$ cat config.mk
export PLATFORM = sky130hd
export DESIGN_NAME = swpm_regs
export DESIGN_NICKNAME = d
export VERILOG_FILES = /design/src/verilog/swpm_pkg.sv /design/src/verilog/swpm_regs.sv
export SDC_FILE = /design/constraint.sdc
export NUM_CORES = 1
export LEC_CHECK = 0
export CAP_MARGIN = 30
export CELL_PAD_IN_SITES_DETAIL_PLACEMENT = 1
export CELL_PAD_IN_SITES_GLOBAL_PLACEMENT = 1
export CORE_ASPECT_RATIO = 1.5
export CORE_MARGIN = 2
export CORE_UTILIZATION = 40
export CTS_BUF_LIST = sky130_fd_sc_hd__clkbuf_4 sky130_fd_sc_hd__clkbuf_8 sky130_fd_sc_hd__clkbuf_16
export CTS_CLUSTER_DIAMETER = 150
export DETAILED_ROUTE_END_ITERATION = 12
export DONT_BUFFER_PORTS = 1
export GPL_TIMING_DRIVEN = 0
export PLACE_DENSITY = 0.76
export SYNTH_ARGS = -nofsm -noshare
export SYNTH_HDL_FRONTEND = slang
export SYNTH_SLANG_ARGS = --single-unit
$ cat constraint.sdc
create_clock -name clock -period 3.1 [get_ports clock]
set_input_delay 0.155 -clock clock [delete_from_list [all_inputs] [get_ports clock]]
set_output_delay 0.155 -clock clock [all_outputs]
set_load 0.01 [all_outputs]
$ cat src/verilog/swpm_pkg.sv
// constants shared by the switch port power management register block
// Overview of operation
// - device specific init resets zero, lockable write
// - aux current field always reads zero
// - d1 and d2 support bits read zero
// - wake support field defaults to 11001 pattern
// - wake support writes change only advertisement
// - no wake forwarding while in d3cold
// - power state rw, d0=0 d3hot=3, reset 0
// - codes 1 and 2 reserved, never valid
// - context preserved bit defaults to one
// - wake enable gates message generation, sticky
// - hot reset keeps wake enable unchanged
// - own wake sets status, write one clears
// - relayed wake never sets status
// - upstream port never sets wake status
// - data select and scale read zero
// - top data byte reads zero
// - bus state and power control bits zero
package swpm_pkg;
   localparam logic [11:0] SWPM_CAP_ADDR = 12'h0c0;  // capabilities word
   localparam logic [11:0] SWPM_CSR_ADDR = 12'h0c4;  // control and status
   localparam logic [11:0] SWPM_IRQ_STAT_ADDR = 12'h100;  // event status, read only
   localparam logic [11:0] SWPM_IRQ_CLR_ADDR = 12'h104;  // event clear, write only
   localparam logic [11:0] SWPM_IRQ_EN_ADDR = 12'h108;  // event enable
   localparam int SWPM_DEVICE_SPECIFIC_INIT_BIT = 21;
   localparam int SWPM_WSUP_LSB = 27;
   localparam int SWPM_WSUP_MSB = 31;
   localparam int SWPM_PS_LSB = 0;  // power state field, low bit
   localparam int SWPM_PS_MSB = 1;  // power state field, high bit
   // bits that must read zero: aux current, d1/d2 and the lower fields kept elsewhere
   localparam logic [31:0] SWPM_CAP_ZERO_MASK = 32'h07df_ffff;
   // bits that must read zero: reserved, data select/scale, bus bits, data byte
   localparam logic [31:0] SWPM_CSR_ZERO_MASK = 32'hffff_7ef4;
   localparam int SWPM_CTX_BIT = 3;
   localparam int SWPM_WEN_BIT = 8;
   localparam int SWPM_WST_BIT = 15;
   localparam logic [4:0] SWPM_WSUP_RST = 5'h19;  // d0, d3hot, d3cold
   localparam logic [1:0] SWPM_PS_D0 = 2'h0;
   localparam logic [1:0] SWPM_PS_D3HOT = 2'h3;
   localparam int SWPM_IRQ_W = 3;  // own wake, relayed wake, state change
   localparam int SWPM_EV_OWN = 0;
   localparam int SWPM_EV_RELAY = 1;
   localparam int SWPM_EV_PS = 2;
endpackage

$ cat src/verilog/swpm_regs.sv
// switch port power management register bank
//
// The implementer's own choice: the address-and-strobe port.
`timescale 1ns/1ps
module swpm_regs
   import swpm_pkg::*;
(
   input wire logic clock,
   input wire logic srst,  // fundamental reset
   input wire logic hot_rst,  // hot reset, spares sticky bits
   input wire logic clk_en,
   input wire logic is_upstream,  // port is the upstream port
   input wire logic lock_en,  // lockable fields writable (eeprom init)
   input wire logic in_d3cold,  // power removed, d3cold
   input wire logic own_wake,  // port itself raises a wake event
   input wire logic relay_wake,  // wake message from below to relay
   input wire logic [11:0] addr,
   input wire logic [31:0] wdata,
   input wire logic wr,
   input wire logic rd,
   output logic [31:0] rdata,
   output logic [1:0] power_state,
   output logic context_preserved,
   output logic wake_msg,  // one-cycle request to send a wake message
   output logic irq
);
   // capability group: both fields lockable, restored by hot reset
   logic device_specific_init_q;  // device_specific_init
   logic device_specific_init_d;  // next device_specific_init
   logic [4:0] wsup_q;  // advertised wake support
   logic [4:0] wsup_d;  // next advertised wake support

   // control and status group
   logic [1:0] ps_q;  // power_state field
   logic [1:0] ps_d;  // next power_state
   logic ctx_q;  // context_preserved, lockable
   logic ctx_d;  // next context_preserved
   logic wen_q;  // wake_event_enable, sticky
   logic wen_d;  // next wake_event_enable
   logic wst_q;  // wake_event_status, sticky
   logic wst_d;  // next wake_event_status

   // event group behind the interrupt line
   logic [SWPM_IRQ_W-1:0] ist_q;  // sticky event status
   logic [SWPM_IRQ_W-1:0] ist_d;  // next event status
   logic [SWPM_IRQ_W-1:0] ien_q;  // event enable
   logic [SWPM_IRQ_W-1:0] ien_d;  // next event enable

   // next values of the registered outputs
   logic [31:0] rdata_d;  // read data, stands one cycle
   logic wake_d;  // next wake message request
   logic irq_d;  // next interrupt level

   // decoded write strobes; hot reset shadows all of them
   logic cap_wr;  // write to the capabilities word
   logic csr_wr;  // write to control and status
   logic clr_wr;  // write to the event clear register
   logic en_wr;  // write to the event enable register
   logic own_ok;  // own event that counts (not upstream)

   // capabilities word, fixed zero fields included
   function automatic logic [31:0] cap_word(input logic dv, input logic [4:0] ws);
      cap_word = '0;
      cap_word[SWPM_DEVICE_SPECIFIC_INIT_BIT] = dv;
      // aux current and d1/d2 stay zero
      cap_word[SWPM_WSUP_MSB:SWPM_WSUP_LSB] = ws;
   endfunction

   // write strobe for one register
   // a write that meets hot reset is dropped, so reset values win cleanly
   function automatic logic wr_hit(input logic w, input logic h, input logic [11:0] a, input logic [11:0] t);
      wr_hit = w & ~h & (a == t);
   endfunction

   // only d0 and d3hot are operating states; d1 and d2 codes are reserved
   function automatic logic ps_legal(input logic [1:0] code);
      ps_legal = (code == SWPM_PS_D0) || (code == SWPM_PS_D3HOT);
   endfunction

   // address decode, shared by the register groups below
   always_comb begin
      cap_wr = wr_hit(wr, hot_rst, addr, SWPM_CAP_ADDR);
      csr_wr = wr_hit(wr, hot_rst, addr, SWPM_CSR_ADDR);
      clr_wr = wr_hit(wr, hot_rst, addr, SWPM_IRQ_CLR_ADDR);
      en_wr = wr_hit(wr, hot_rst, addr, SWPM_IRQ_EN_ADDR);
      // the upstream port never originates a wake of its own
      own_ok = own_wake & ~is_upstream;
   end

   // capability group, next values
   always_comb begin
      device_specific_init_d = device_specific_init_q;
      wsup_d = wsup_q;
      if (hot_rst) begin
         // not sticky: back to defaults
         device_specific_init_d = 1'b0;
         wsup_d = SWPM_WSUP_RST;
      end else if (cap_wr && lock_en) begin
         // only the advertisement moves; generation never reads it
         device_specific_init_d = wdata[SWPM_DEVICE_SPECIFIC_INIT_BIT];
         wsup_d = wdata[SWPM_WSUP_MSB:SWPM_WSUP_LSB];
      end
   end

   // capability group, registers
   always_ff @(posedge clock) begin
      if (srst) begin
         device_specific_init_q <= 1'b0;
         wsup_q <= SWPM_WSUP_RST;
      end else if (clk_en) begin
         device_specific_init_q <= device_specific_init_d;
         wsup_q <= wsup_d;
      end
   end

   // control and status group, next values
   always_comb begin
      ps_d = ps_q;
      ctx_d = ctx_q;
      wen_d = wen_q;
      wst_d = wst_q;
      if (hot_rst) begin
         // non-sticky state returns to default
         ps_d = SWPM_PS_D0;
         ctx_d = 1'b1;
         // wake enable and status untouched
      end else if (csr_wr) begin
         // a reserved code leaves the state alone, other bits still land
         if (ps_legal(wdata[SWPM_PS_MSB:SWPM_PS_LSB]))
            ps_d = wdata[SWPM_PS_MSB:SWPM_PS_LSB];
         // context bit is lockable like the capability fields
         if (lock_en)
            ctx_d = wdata[SWPM_CTX_BIT];
         wen_d = wdata[SWPM_WEN_BIT];
         // write one clears the status
         if (wdata[SWPM_WST_BIT])
            wst_d = 1'b0;
      end
      // set comes after the clear so an event in the clear cycle is kept
      // relayed wakes are not looked at here
      if (own_ok)
         wst_d = 1'b1;
   end

   // control and status group, registers
   // sticky bits only follow the fundamental reset
   always_ff @(posedge clock) begin
      if (srst) begin
         ps_q <= SWPM_PS_D0;
         ctx_q <= 1'b1;
         wen_q <= 1'b0;
         wst_q <= 1'b0;
      end else if (clk_en) begin
         ps_q <= ps_d;
         ctx_q <= ctx_d;
         wen_q <= wen_d;
         wst_q <= wst_d;
      end
   end

   // event group, next values; every set wins over a clear in the same cycle
   always_comb begin
      ist_d = ist_q;
      ien_d = ien_q;
      // write one clears
      if (clr_wr)
         ist_d = ist_q & ~wdata[SWPM_IRQ_W-1:0];
      if (en_wr)
         ien_d = wdata[SWPM_IRQ_W-1:0];
      // events, applied last
      if (own_ok)
         ist_d[SWPM_EV_OWN] = 1'b1;
      if (relay_wake)
         ist_d[SWPM_EV_RELAY] = 1'b1;
      // any accepted change of power state, hot reset included
      if (ps_d != ps_q)
         ist_d[SWPM_EV_PS] = 1'b1;
   end

   // event group, registers; survive hot reset
   always_ff @(posedge clock) begin
      if (srst) begin
         ist_q <= '0;
         ien_q <= '0;
      end else if (clk_en) begin
         ist_q <= ist_d;
         ien_q <= ien_d;
      end
   end

   // registered outputs, next values
   always_comb begin
      // generation follows fixed behaviour, not the advertised field
      // relayed messages pass whatever the enable says
      wake_d = ~in_d3cold & ((own_ok & wen_q) | relay_wake);
      // built from next status so the line matches the status register
      irq_d = |(ist_d & ien_d);
      rdata_d = '0;
      if (rd) begin
         case (addr)
            SWPM_CAP_ADDR: rdata_d = cap_word(device_specific_init_q, wsup_q);
            SWPM_CSR_ADDR: begin
               // data fields, bus bits and reserved read zero
               rdata_d[SWPM_PS_MSB:SWPM_PS_LSB] = ps_q;
               rdata_d[SWPM_CTX_BIT] = ctx_q;
               rdata_d[SWPM_WEN_BIT] = wen_q;
               rdata_d[SWPM_WST_BIT] = wst_q;
            end
            SWPM_IRQ_STAT_ADDR: rdata_d[SWPM_IRQ_W-1:0] = ist_q;
            SWPM_IRQ_EN_ADDR: rdata_d[SWPM_IRQ_W-1:0] = ien_q;
            // the clear register is write only
            default: rdata_d = '0;  // unmapped reads zero
         endcase
      end
   end

   // registered outputs
   // power_state mirrors ps_q; a second flop costs little and keeps the port off logic
   always_ff @(posedge clock) begin
      if (srst) begin
         rdata <= '0;
         wake_msg <= 1'b0;
         irq <= 1'b0;
         power_state <= SWPM_PS_D0;
         context_preserved <= 1'b1;
      end else if (clk_en) begin
         rdata <= rdata_d;
         wake_msg <= wake_d;
         irq <= irq_d;
         power_state <= ps_d;
         context_preserved <= ctx_d;
      end
   end

   // state register never holds a reserved code
   ps_valid_a: assert property (@(posedge clock) disable iff (srst)
      ps_legal(ps_q)) else $error("reserved power state held");
   // reserved code written: state stays
   ps_reserved_a: assert property (@(posedge clock) disable iff (srst)
      clk_en && csr_wr && !ps_legal(wdata[SWPM_PS_MSB:SWPM_PS_LSB])
      |=> $stable(ps_q)) else $error("reserved power state write took effect");
   // upstream port keeps status clear
   upstream_st_a: assert property (@(posedge clock) disable iff (srst)
      is_upstream && $stable(is_upstream) && !$past(wst_q) |-> !wst_q) else $error("upstream status set");
   // own wake on a port that is not upstream always recorded
   own_sets_a: assert property (@(posedge clock) disable iff (srst)
      clk_en && own_wake && !is_upstream |=> wst_q) else $error("own wake lost");
   // hot reset spares enable
   hot_keep_a: assert property (@(posedge clock) disable iff (srst)
      clk_en && hot_rst |=> wen_q == $past(wen_q)) else $error("hot reset changed enable");
   // nothing leaves in d3cold
   cold_quiet_a: assert property (@(posedge clock) disable iff (srst)
      clk_en && in_d3cold |=> !wake_msg) else $error("wake forwarded in d3cold");
   // no own message while disabled
   wake_gate_a: assert property (@(posedge clock) disable iff (srst)
      clk_en && !wen_q && !relay_wake |=> !wake_msg) else $error("wake sent while disabled");
   // enabled own wake does leave
   wake_own_a: assert property (@(posedge clock) disable iff (srst)
      clk_en && own_ok && wen_q && !in_d3cold |=> wake_msg) else $error("enabled wake not sent");
   // unimplemented status fields read zero
   csr_zero_a: assert property (@(posedge clock) disable iff (srst)
      clk_en && rd && addr == SWPM_CSR_ADDR |=> (rdata & SWPM_CSR_ZERO_MASK) == '0)
      else $error("csr zero fields nonzero");
   // unimplemented capability fields read zero
   cap_zero_a: assert property (@(posedge clock) disable iff (srst)
      clk_en && rd && addr == SWPM_CAP_ADDR |=> (rdata & SWPM_CAP_ZERO_MASK) == '0)
      else $error("cap zero fields set");
   // relayed wake alone leaves status as it was
   relay_keep_a: assert property (@(posedge clock) disable iff (srst)
      clk_en && !own_ok && !csr_wr |=> $stable(wst_q)) else $error("status moved without own wake");
   // lockable fields frozen while locked
   lock_keep_a: assert property (@(posedge clock) disable iff (srst)
      clk_en && !hot_rst && !lock_en |=> $stable(device_specific_init_q) && $stable(wsup_q) && $stable(ctx_q))
      else $error("locked field changed");
   // write one with no event clears status
   wst_clear_a: assert property (@(posedge clock) disable iff (srst)
      clk_en && csr_wr && wdata[SWPM_WST_BIT] && !own_ok |=> !wst_q) else $error("status not cleared");
   // interrupt line follows enabled status
   irq_level_a: assert property (@(posedge clock) disable iff (srst)
      irq == |(ist_q & ien_q)) else $error("interrupt level wrong");
   // state port mirrors the field
   ps_port_a: assert property (@(posedge clock) disable iff (srst)
      power_state == ps_q) else $error("power state port differs");
endmodule  // swpm_regs

==> run metrics, run 1 <==
CTS tree=yes; worst slack, placed=1210 ps; critical path cell sequence=clkbuf_1, nand4bb_1, nor4_4, nand2_1, nor4b_1, o21bai_1; Met1 Wirelength=1.61 mm; worst hold path type=in2reg; Avg Cell Area, Syn=8.60 um^2; warnings from Yosys=0; Vias/cell=5.61; number of global-route vias before repair=1,622; shortest clock period the worst path allows after layout=1610 ps; data required time at the worst endpoint=3270 ps; io pins=92; clock-pin transition on the worst setup and hold timing paths=60 ps; arrival time reported for the critical path endpoint=1780 ps; die outline width=56.7 um; topmost layer with routed signal wires=met4; most common library cell in the layout ignoring fill and taps=sky130_fd_sc_hd__dfxtp_1; Final Max Slew Viols=0; worst vdd rail ir drop=0.294 mV; delay of the slowest critical-path stage=450 ps; full die area=0.00471 mm^2; crit path kind=in2reg; met2 routed wirelength=2.80 mm; outcome=completed; worst clock skew on the final layout=8.70 ps; Clk Latency, worst-skew pair=290 ps; R2R Setup Slk=1720 ps; area fraction in compound gates after synthesis=17.3%; PostCTS Resize Cnt=0; detailed placer's ending HPWL=3.89 mm; Inserted Clock Buffers=5; worst-case setup margin in the final layout=1490 ps; Core Region=0.00396 mm^2; initial antenna violation count=0; wire length per cell after detailed routing=18.1 um; worst-case hold slack=9.88 ps; site row count=28; dominant register cell in the synthesized netlist=sky130_fd_sc_hd__dfxtp_1; wire length on met3=305 um; buffers added on ports=0; unrepaired setup endpoints after global routing=false; commonest non-fill, non-tap cells in the layout=sky130_fd_sc_hd__dfxtp_1 (31), sky130_fd_sc_hd__nor2_1 (25), sky130_fd_sc_hd__buf_4 (20), sky130_fd_sc_hd__conb_1 (20), sky130_fd_sc_hd__nand2_1 (13); number of instances in the synthesized netlist=194; total leakage power=0.816 nW; Post-CTS Repair Setup Buffers=0; crit path capture type=flop; Slowest cell on crit path=sky130_fd_sc_hd__nor4_4; DRC errors left=0; wire length reported by the detailed router=4.84 mm; post-synthesis adder-cell area fraction=0%; headroom to the max-slew limit=53.3%; main combinational cell family by area after synthesis=simple AND/OR/NAND/NOR gates; placer's final routability congestion estimate=0.856; areal power density over the cells=423 mW/mm^2; overflow left after global routing=0; combined area of all synthesized cells=0.00167 mm^2; antenna violation net count after detailed routing=0; Max Clock Freq=0.623 GHz; actual slew at the worst max-slew pin=695 ps; total number of vias=1,499; mux cell area share after synthesis=7.43%; worst-path fanout max=10; Final Hold Violating Endpoints=0; initial core utilization=42.1%; pin count of the biggest net entering global routing=11; Final setup viols=0; number of flops mapped to enable cells by yosys=0; diodes inserted=0; sum of negative setup slack=0 ps; Worst Setup Start Kind=input pin; fraction of synthesis flops using an asynchronous set or reset pin=0%; All-Layer GR Usage=21.5%; number of synthesized register bits=31; fraction of synthesized cell area in xor and xnor cells=0%; count of routing violations after the opening detailed-route iteration=30; share of post-route cells with drive strength above 1=18.0%; root buffer selected by CTS=sky130_fd_sc_hd__clkbuf_8; drt pass-1 iters=4; overall die height=83.1 um; number of different library cells in the post-synthesis netlist=45; Clock Sinks=31; share of the yosys chip area belonging to registers=37.2%; Max-Cap Viols=0; buffer levels on the longest clock path=2; Layout area overhead=13.3%; Simple-Gate Fraction of Synth Area=25.5%; depth of the CTS H-tree=2; first-pass GRT wire length=7.84 mm; final cycle utilization of the critical path=51.8%; total number of nets in the final design=276
==> logic make-up (layout without fill, tap and decap cells) <==
logic type,Yosys count,count (layout)
buf+inv,34,43
other cells,1,20
mux,12,12
compound gates,41,41
simple gates,75,75
flops,31,31
==> area by class of cell <==
cell class | instances | area, um^2
Inverter | 4 | 15.0
Clock buffer | 5 | 68.8
Buffer | 30 | 190
Multi-Input combinational cell | 148 | 913
Clock inverter | 3 | 15.0
Timing Repair Buffer | 1 | 10.0
Tap cell | 45 | 56.3
Sequential cell | 31 | 621
Fill cell | 502 | 2070
==> worst max-delay path: cells and delay by family <==
kind / cells / cell delay (ps)
buf+inv: 1 / 220
compound gates: 1 / 90
simple gates: 4 / 1300
==> layer usage <==
metal  vias up  GRT usage (%)
met5         -              0
li1        708              -
met2        45           40.8
met1       734           20.7
met4         0           9.52
met3        12           5.92
==> flip-flops by register name (all words and copies together) (netlist names) <==
register	flops
context_preserved	1
device_specific_init_q	1
ien_q	3
irq	1
ist_q	3
power_state	2
rdata	12
wake_msg	1
wen_q	1
wst_q	1
wsup_q	5
==> power breakdown <==
group          leakage, nW  total [mW]  internal (mW)  switching [mW]
Combinational        0.517      0.0864         0.0354          0.0510
Clock               0.0477       0.308          0.153           0.154
Sequential           0.251       0.405          0.402         0.00290
==> path summary, 6_finish.rpt <==
| check | startpoint | endpoint | cells past startpoint |
|---|---|---|---|
| setup / recovery | hot_rst | context_preserved | 6 |
| hold / removal | wdata[31] | wsup_q[4] | 2 |
| setup reg to reg | power_state[1] | irq | 5 |
| hold reg to reg | wen_q | wen_q | 2 |
==> metrics by stage <==
step	power (mW)	cells	util, %	area [um^2]
2_1_floorplan	0.483	213	-	1740
3_3_place_gp	0.495	258	45.4	1800
3_5_place_dp	0.498	258	45.4	1800
4_1_cts	0.806	267	47.7	1890
5_1_grt	0.834	267	47.7	1890
6_report	0.799	267	47.7	1890
==> synth_stat cells, types with 2 or more instances <==
| cell | instances | area share (%) |
|---|---|---|
| sky130_fd_sc_hd__buf_2 | 2 | 0.60 |
| sky130_fd_sc_hd__a21oi_1 | 10 | 3.0 |
| sky130_fd_sc_hd__or3_1 | 2 | 0.75 |
| sky130_fd_sc_hd__mux2i_1 | 9 | 5.4 |
| sky130_fd_sc_hd__dfxtp_1 | 31 | 37 |
| sky130_fd_sc_hd__o21ai_0 | 2 | 0.60 |
| sky130_fd_sc_hd__inv_1 | 4 | 0.90 |
| sky130_fd_sc_hd__o21a_1 | 2 | 0.90 |
| sky130_fd_sc_hd__nor2b_1 | 4 | 1.5 |
| sky130_fd_sc_hd__a22oi_1 | 10 | 4.5 |
| sky130_fd_sc_hd__nor3_1 | 4 | 1.2 |
| sky130_fd_sc_hd__o21ai_1 | 2 | 0.60 |
| sky130_fd_sc_hd__mux2_2 | 3 | 2.0 |
| sky130_fd_sc_hd__clkbuf_1 | 7 | 1.6 |
| sky130_fd_sc_hd__a31oi_1 | 2 | 0.75 |
| sky130_fd_sc_hd__nand2_1 | 13 | 2.9 |
| sky130_fd_sc_hd__nand3b_1 | 3 | 1.4 |
| sky130_fd_sc_hd__buf_4 | 20 | 9.0 |
| sky130_fd_sc_hd__nor2_1 | 25 | 5.6 |
| sky130_fd_sc_hd__nand3_1 | 5 | 1.5 |
| sky130_fd_sc_hd__nand4_1 | 2 | 0.75 |
| sky130_fd_sc_hd__nor4_2 | 3 | 2.3 |
| sky130_fd_sc_hd__a21o_1 | 3 | 1.4 |
| sky130_fd_sc_hd__and2_1 | 4 | 1.5 |
| sky130_fd_sc_hd__a221oi_1 | 2 | 1.1 |
==> timing repair <==
action,in CTS,in global routing
setup endpoints to repair,0,0
hold buffers,1,0
hold endpoints to repair,1,0
Note: power is estimated with default switching activity, not from simulation.
==> inputs of run 2 (changes only) <==
==> constraint.sdc (replaced) <==
create_clock -name clock -period 1.6 [get_ports clock]
set_input_delay 0.08 -clock clock [delete_from_list [all_inputs] [get_ports clock]]
set_output_delay 0.08 -clock clock [all_outputs]
set_load 0.01 [all_outputs]
==> run metrics, run 2 (same netlist as run 1, synthesis figures left out) <==
Core Region=0.00396 mm^2; buffers added on ports=0; Top delay family on crit path=simple AND/OR/NAND/NOR gates; register containing the most flip-flops in the final layout=rdata; root buffer selected by CTS=sky130_fd_sc_hd__clkbuf_8; overflow left after global routing=0; number of flip-flops under the largest register name=12; crit path kind=in2reg; depth of the CTS H-tree=2; total number of vias=1,555; antenna violation net count after detailed routing=0; share of power burned in registers=49.8%; worst-case hold slack=11.8 ps; Final setup viols=0; Slowest cell on crit path=sky130_fd_sc_hd__nor4_4; worst-case setup margin in the final layout=117 ps; clock-pin transition on the worst setup and hold timing paths=70 ps; final cycle utilization of the critical path=92.7%; io pins=92; delay of the slowest critical-path stage=430 ps; critical path buffer and inverter count=1; Inserted Clock Buffers=5; total number of nets in the final design=289; Worst Setup Start Kind=input pin; proportion of total power due to net switching=26.2%; critical path cell sequence=clkbuf_1, nand4bb_4, nor4_4, nand2_1, nor4b_1, o21bai_1; outcome=completed; crit path capture type=flop; largest registers=rdata: 12 flops, wsup_q: 5 flops; share of post-route cells with drive strength above 1=18.7%; Vias/cell=5.55; instance area at placement=0.00180 mm^2; pin count of the biggest net entering global routing=11; sum of internal, switching and leakage power=1.58 mW; die outline width=56.7 um; worst-path fanout max=10; count of routing violations after the opening detailed-route iteration=36; Max-Cap Viols=0; net switching power=0.414 mW; initial core utilization=42.1%; drt pass-1 iters=4; wire length reported by the detailed router=5.11 mm; areal power density over the cells=777 mW/mm^2; Layout Cell Area excl Fill=0.00203 mm^2; site row count=28; combinational share of power=12.2%; most common library cell in the layout ignoring fill and taps=sky130_fd_sc_hd__dfxtp_1; share of power burned in the clock network=38.0%; Max Clock Freq=0.675 GHz; Layout Utilization=51.2%; number of global-route vias before repair=1,640; internal power of the cells=1.16 mW; Clk Latency, worst-skew pair=290 ps; overall die height=83.1 um; wire length per cell after detailed routing=18.2 um; actual slew at the worst max-slew pin=693 ps; arrival time reported for the critical path endpoint=1650 ps; headroom to the max-slew limit=53.4%; first-pass GRT wire length=8.02 mm; data required time at the worst endpoint=1770 ps; worst slack, placed=-219 ps; Layout area overhead=21.6%; Clock Sinks=31; worst clock skew on the final layout=9.90 ps; DRC errors left=0; CTS tree=yes; commonest non-fill, non-tap cells in the layout=sky130_fd_sc_hd__dfxtp_1 (31), sky130_fd_sc_hd__nor2_1 (25), sky130_fd_sc_hd__buf_4 (23), sky130_fd_sc_hd__conb_1 (20), sky130_fd_sc_hd__nand2_1 (13); worst hold path type=in2reg; Final Hold Violating Endpoints=0; Final Max Slew Viols=0; worst vdd rail ir drop=0.579 mV; total leakage power=0.877 nW; detailed placer's ending HPWL=3.89 mm; diodes inserted=0; All-Layer GR Usage=22.0%; full die area=0.00471 mm^2; placer's final routability congestion estimate=0.856; shortest clock period the worst path allows after layout=1480 ps; initial antenna violation count=0; buffer levels on the longest clock path=2
run 2: worst register-to-register path, stage by stage, from the launching register on:
cell,delay [ps]
sky130_fd_sc_hd__dfxtp_1,480
sky130_fd_sc_hd__nand2_1,90
sky130_fd_sc_hd__a211o_1,300
sky130_fd_sc_hd__o311a_1,150
sky130_fd_sc_hd__o21ai_1,140
sky130_fd_sc_hd__a311oi_1,90
run 2: path summary, 6_finish.rpt:
| kind | cells after the start | slack (ps) | startpoint | end |
|---|---|---|---|---|
| worst min-delay path | 3 | 10 | wdata[15] | wst_q |
| worst max register to register | 5 | 210 | power_state[1] | irq |
| worst min register to register | 2 | 480 | wst_q | wst_q |
| worst max-delay path | 6 | 120 | hot_rst | context_preserved |
run 2: repair_timing:
item                       4_1_cts  5_1_grt
setup endpoints to repair        0        1
resized for setup                0        2
setup buffers                    0        3
hold endpoints to repair        11        0
hold buffers                    11        0
run 2: final cells by class:
cell class / instances / area [um^2]
Inverter: 4 / 15.0
Clock buffer: 5 / 68.8
Clock inverter: 3 / 15.0
Fill cell: 497 / 1930
Timing Repair Buffer: 14 / 133
Buffer: 30 / 190
Sequential cell: 31 / 621
Tap cell: 45 / 56.3
Multi-Input combinational cell: 148 / 930
run 2: power groups by stage:
stage | Combinational (mW) | Sequential [mW] | Clock (mW)
2_1_floorplan | 0.135 | 0.800 | 0
3_3_place_gp | 0.158 | 0.802 | 0
3_5_place_dp | 0.162 | 0.802 | 0
4_1_cts | 0.185 | 0.785 | 0.613
5_1_grt | 0.209 | 0.785 | 0.645
6_report | 0.192 | 0.785 | 0.600
run 2: stage by stage:
step | setup TNS (ps) | cells
floorplan | 0 | 213
global placement | -919 | 258
detailed placement | -2110 | 258
CTS | 0 | 277
global route | -66.1 | 280
finish | 0 | 280
run 2: routing by layer:
metal / share of wire, % / vias to the layer above / track usage (%)
met5: 0 / - / 0
met4: 1.5 / 0 / 8.66
met3: 5.2 / 6 / 6.23
met2: 59 / 38 / 42.2
met1: 35 / 778 / 21.1
li1: - / 733 / -
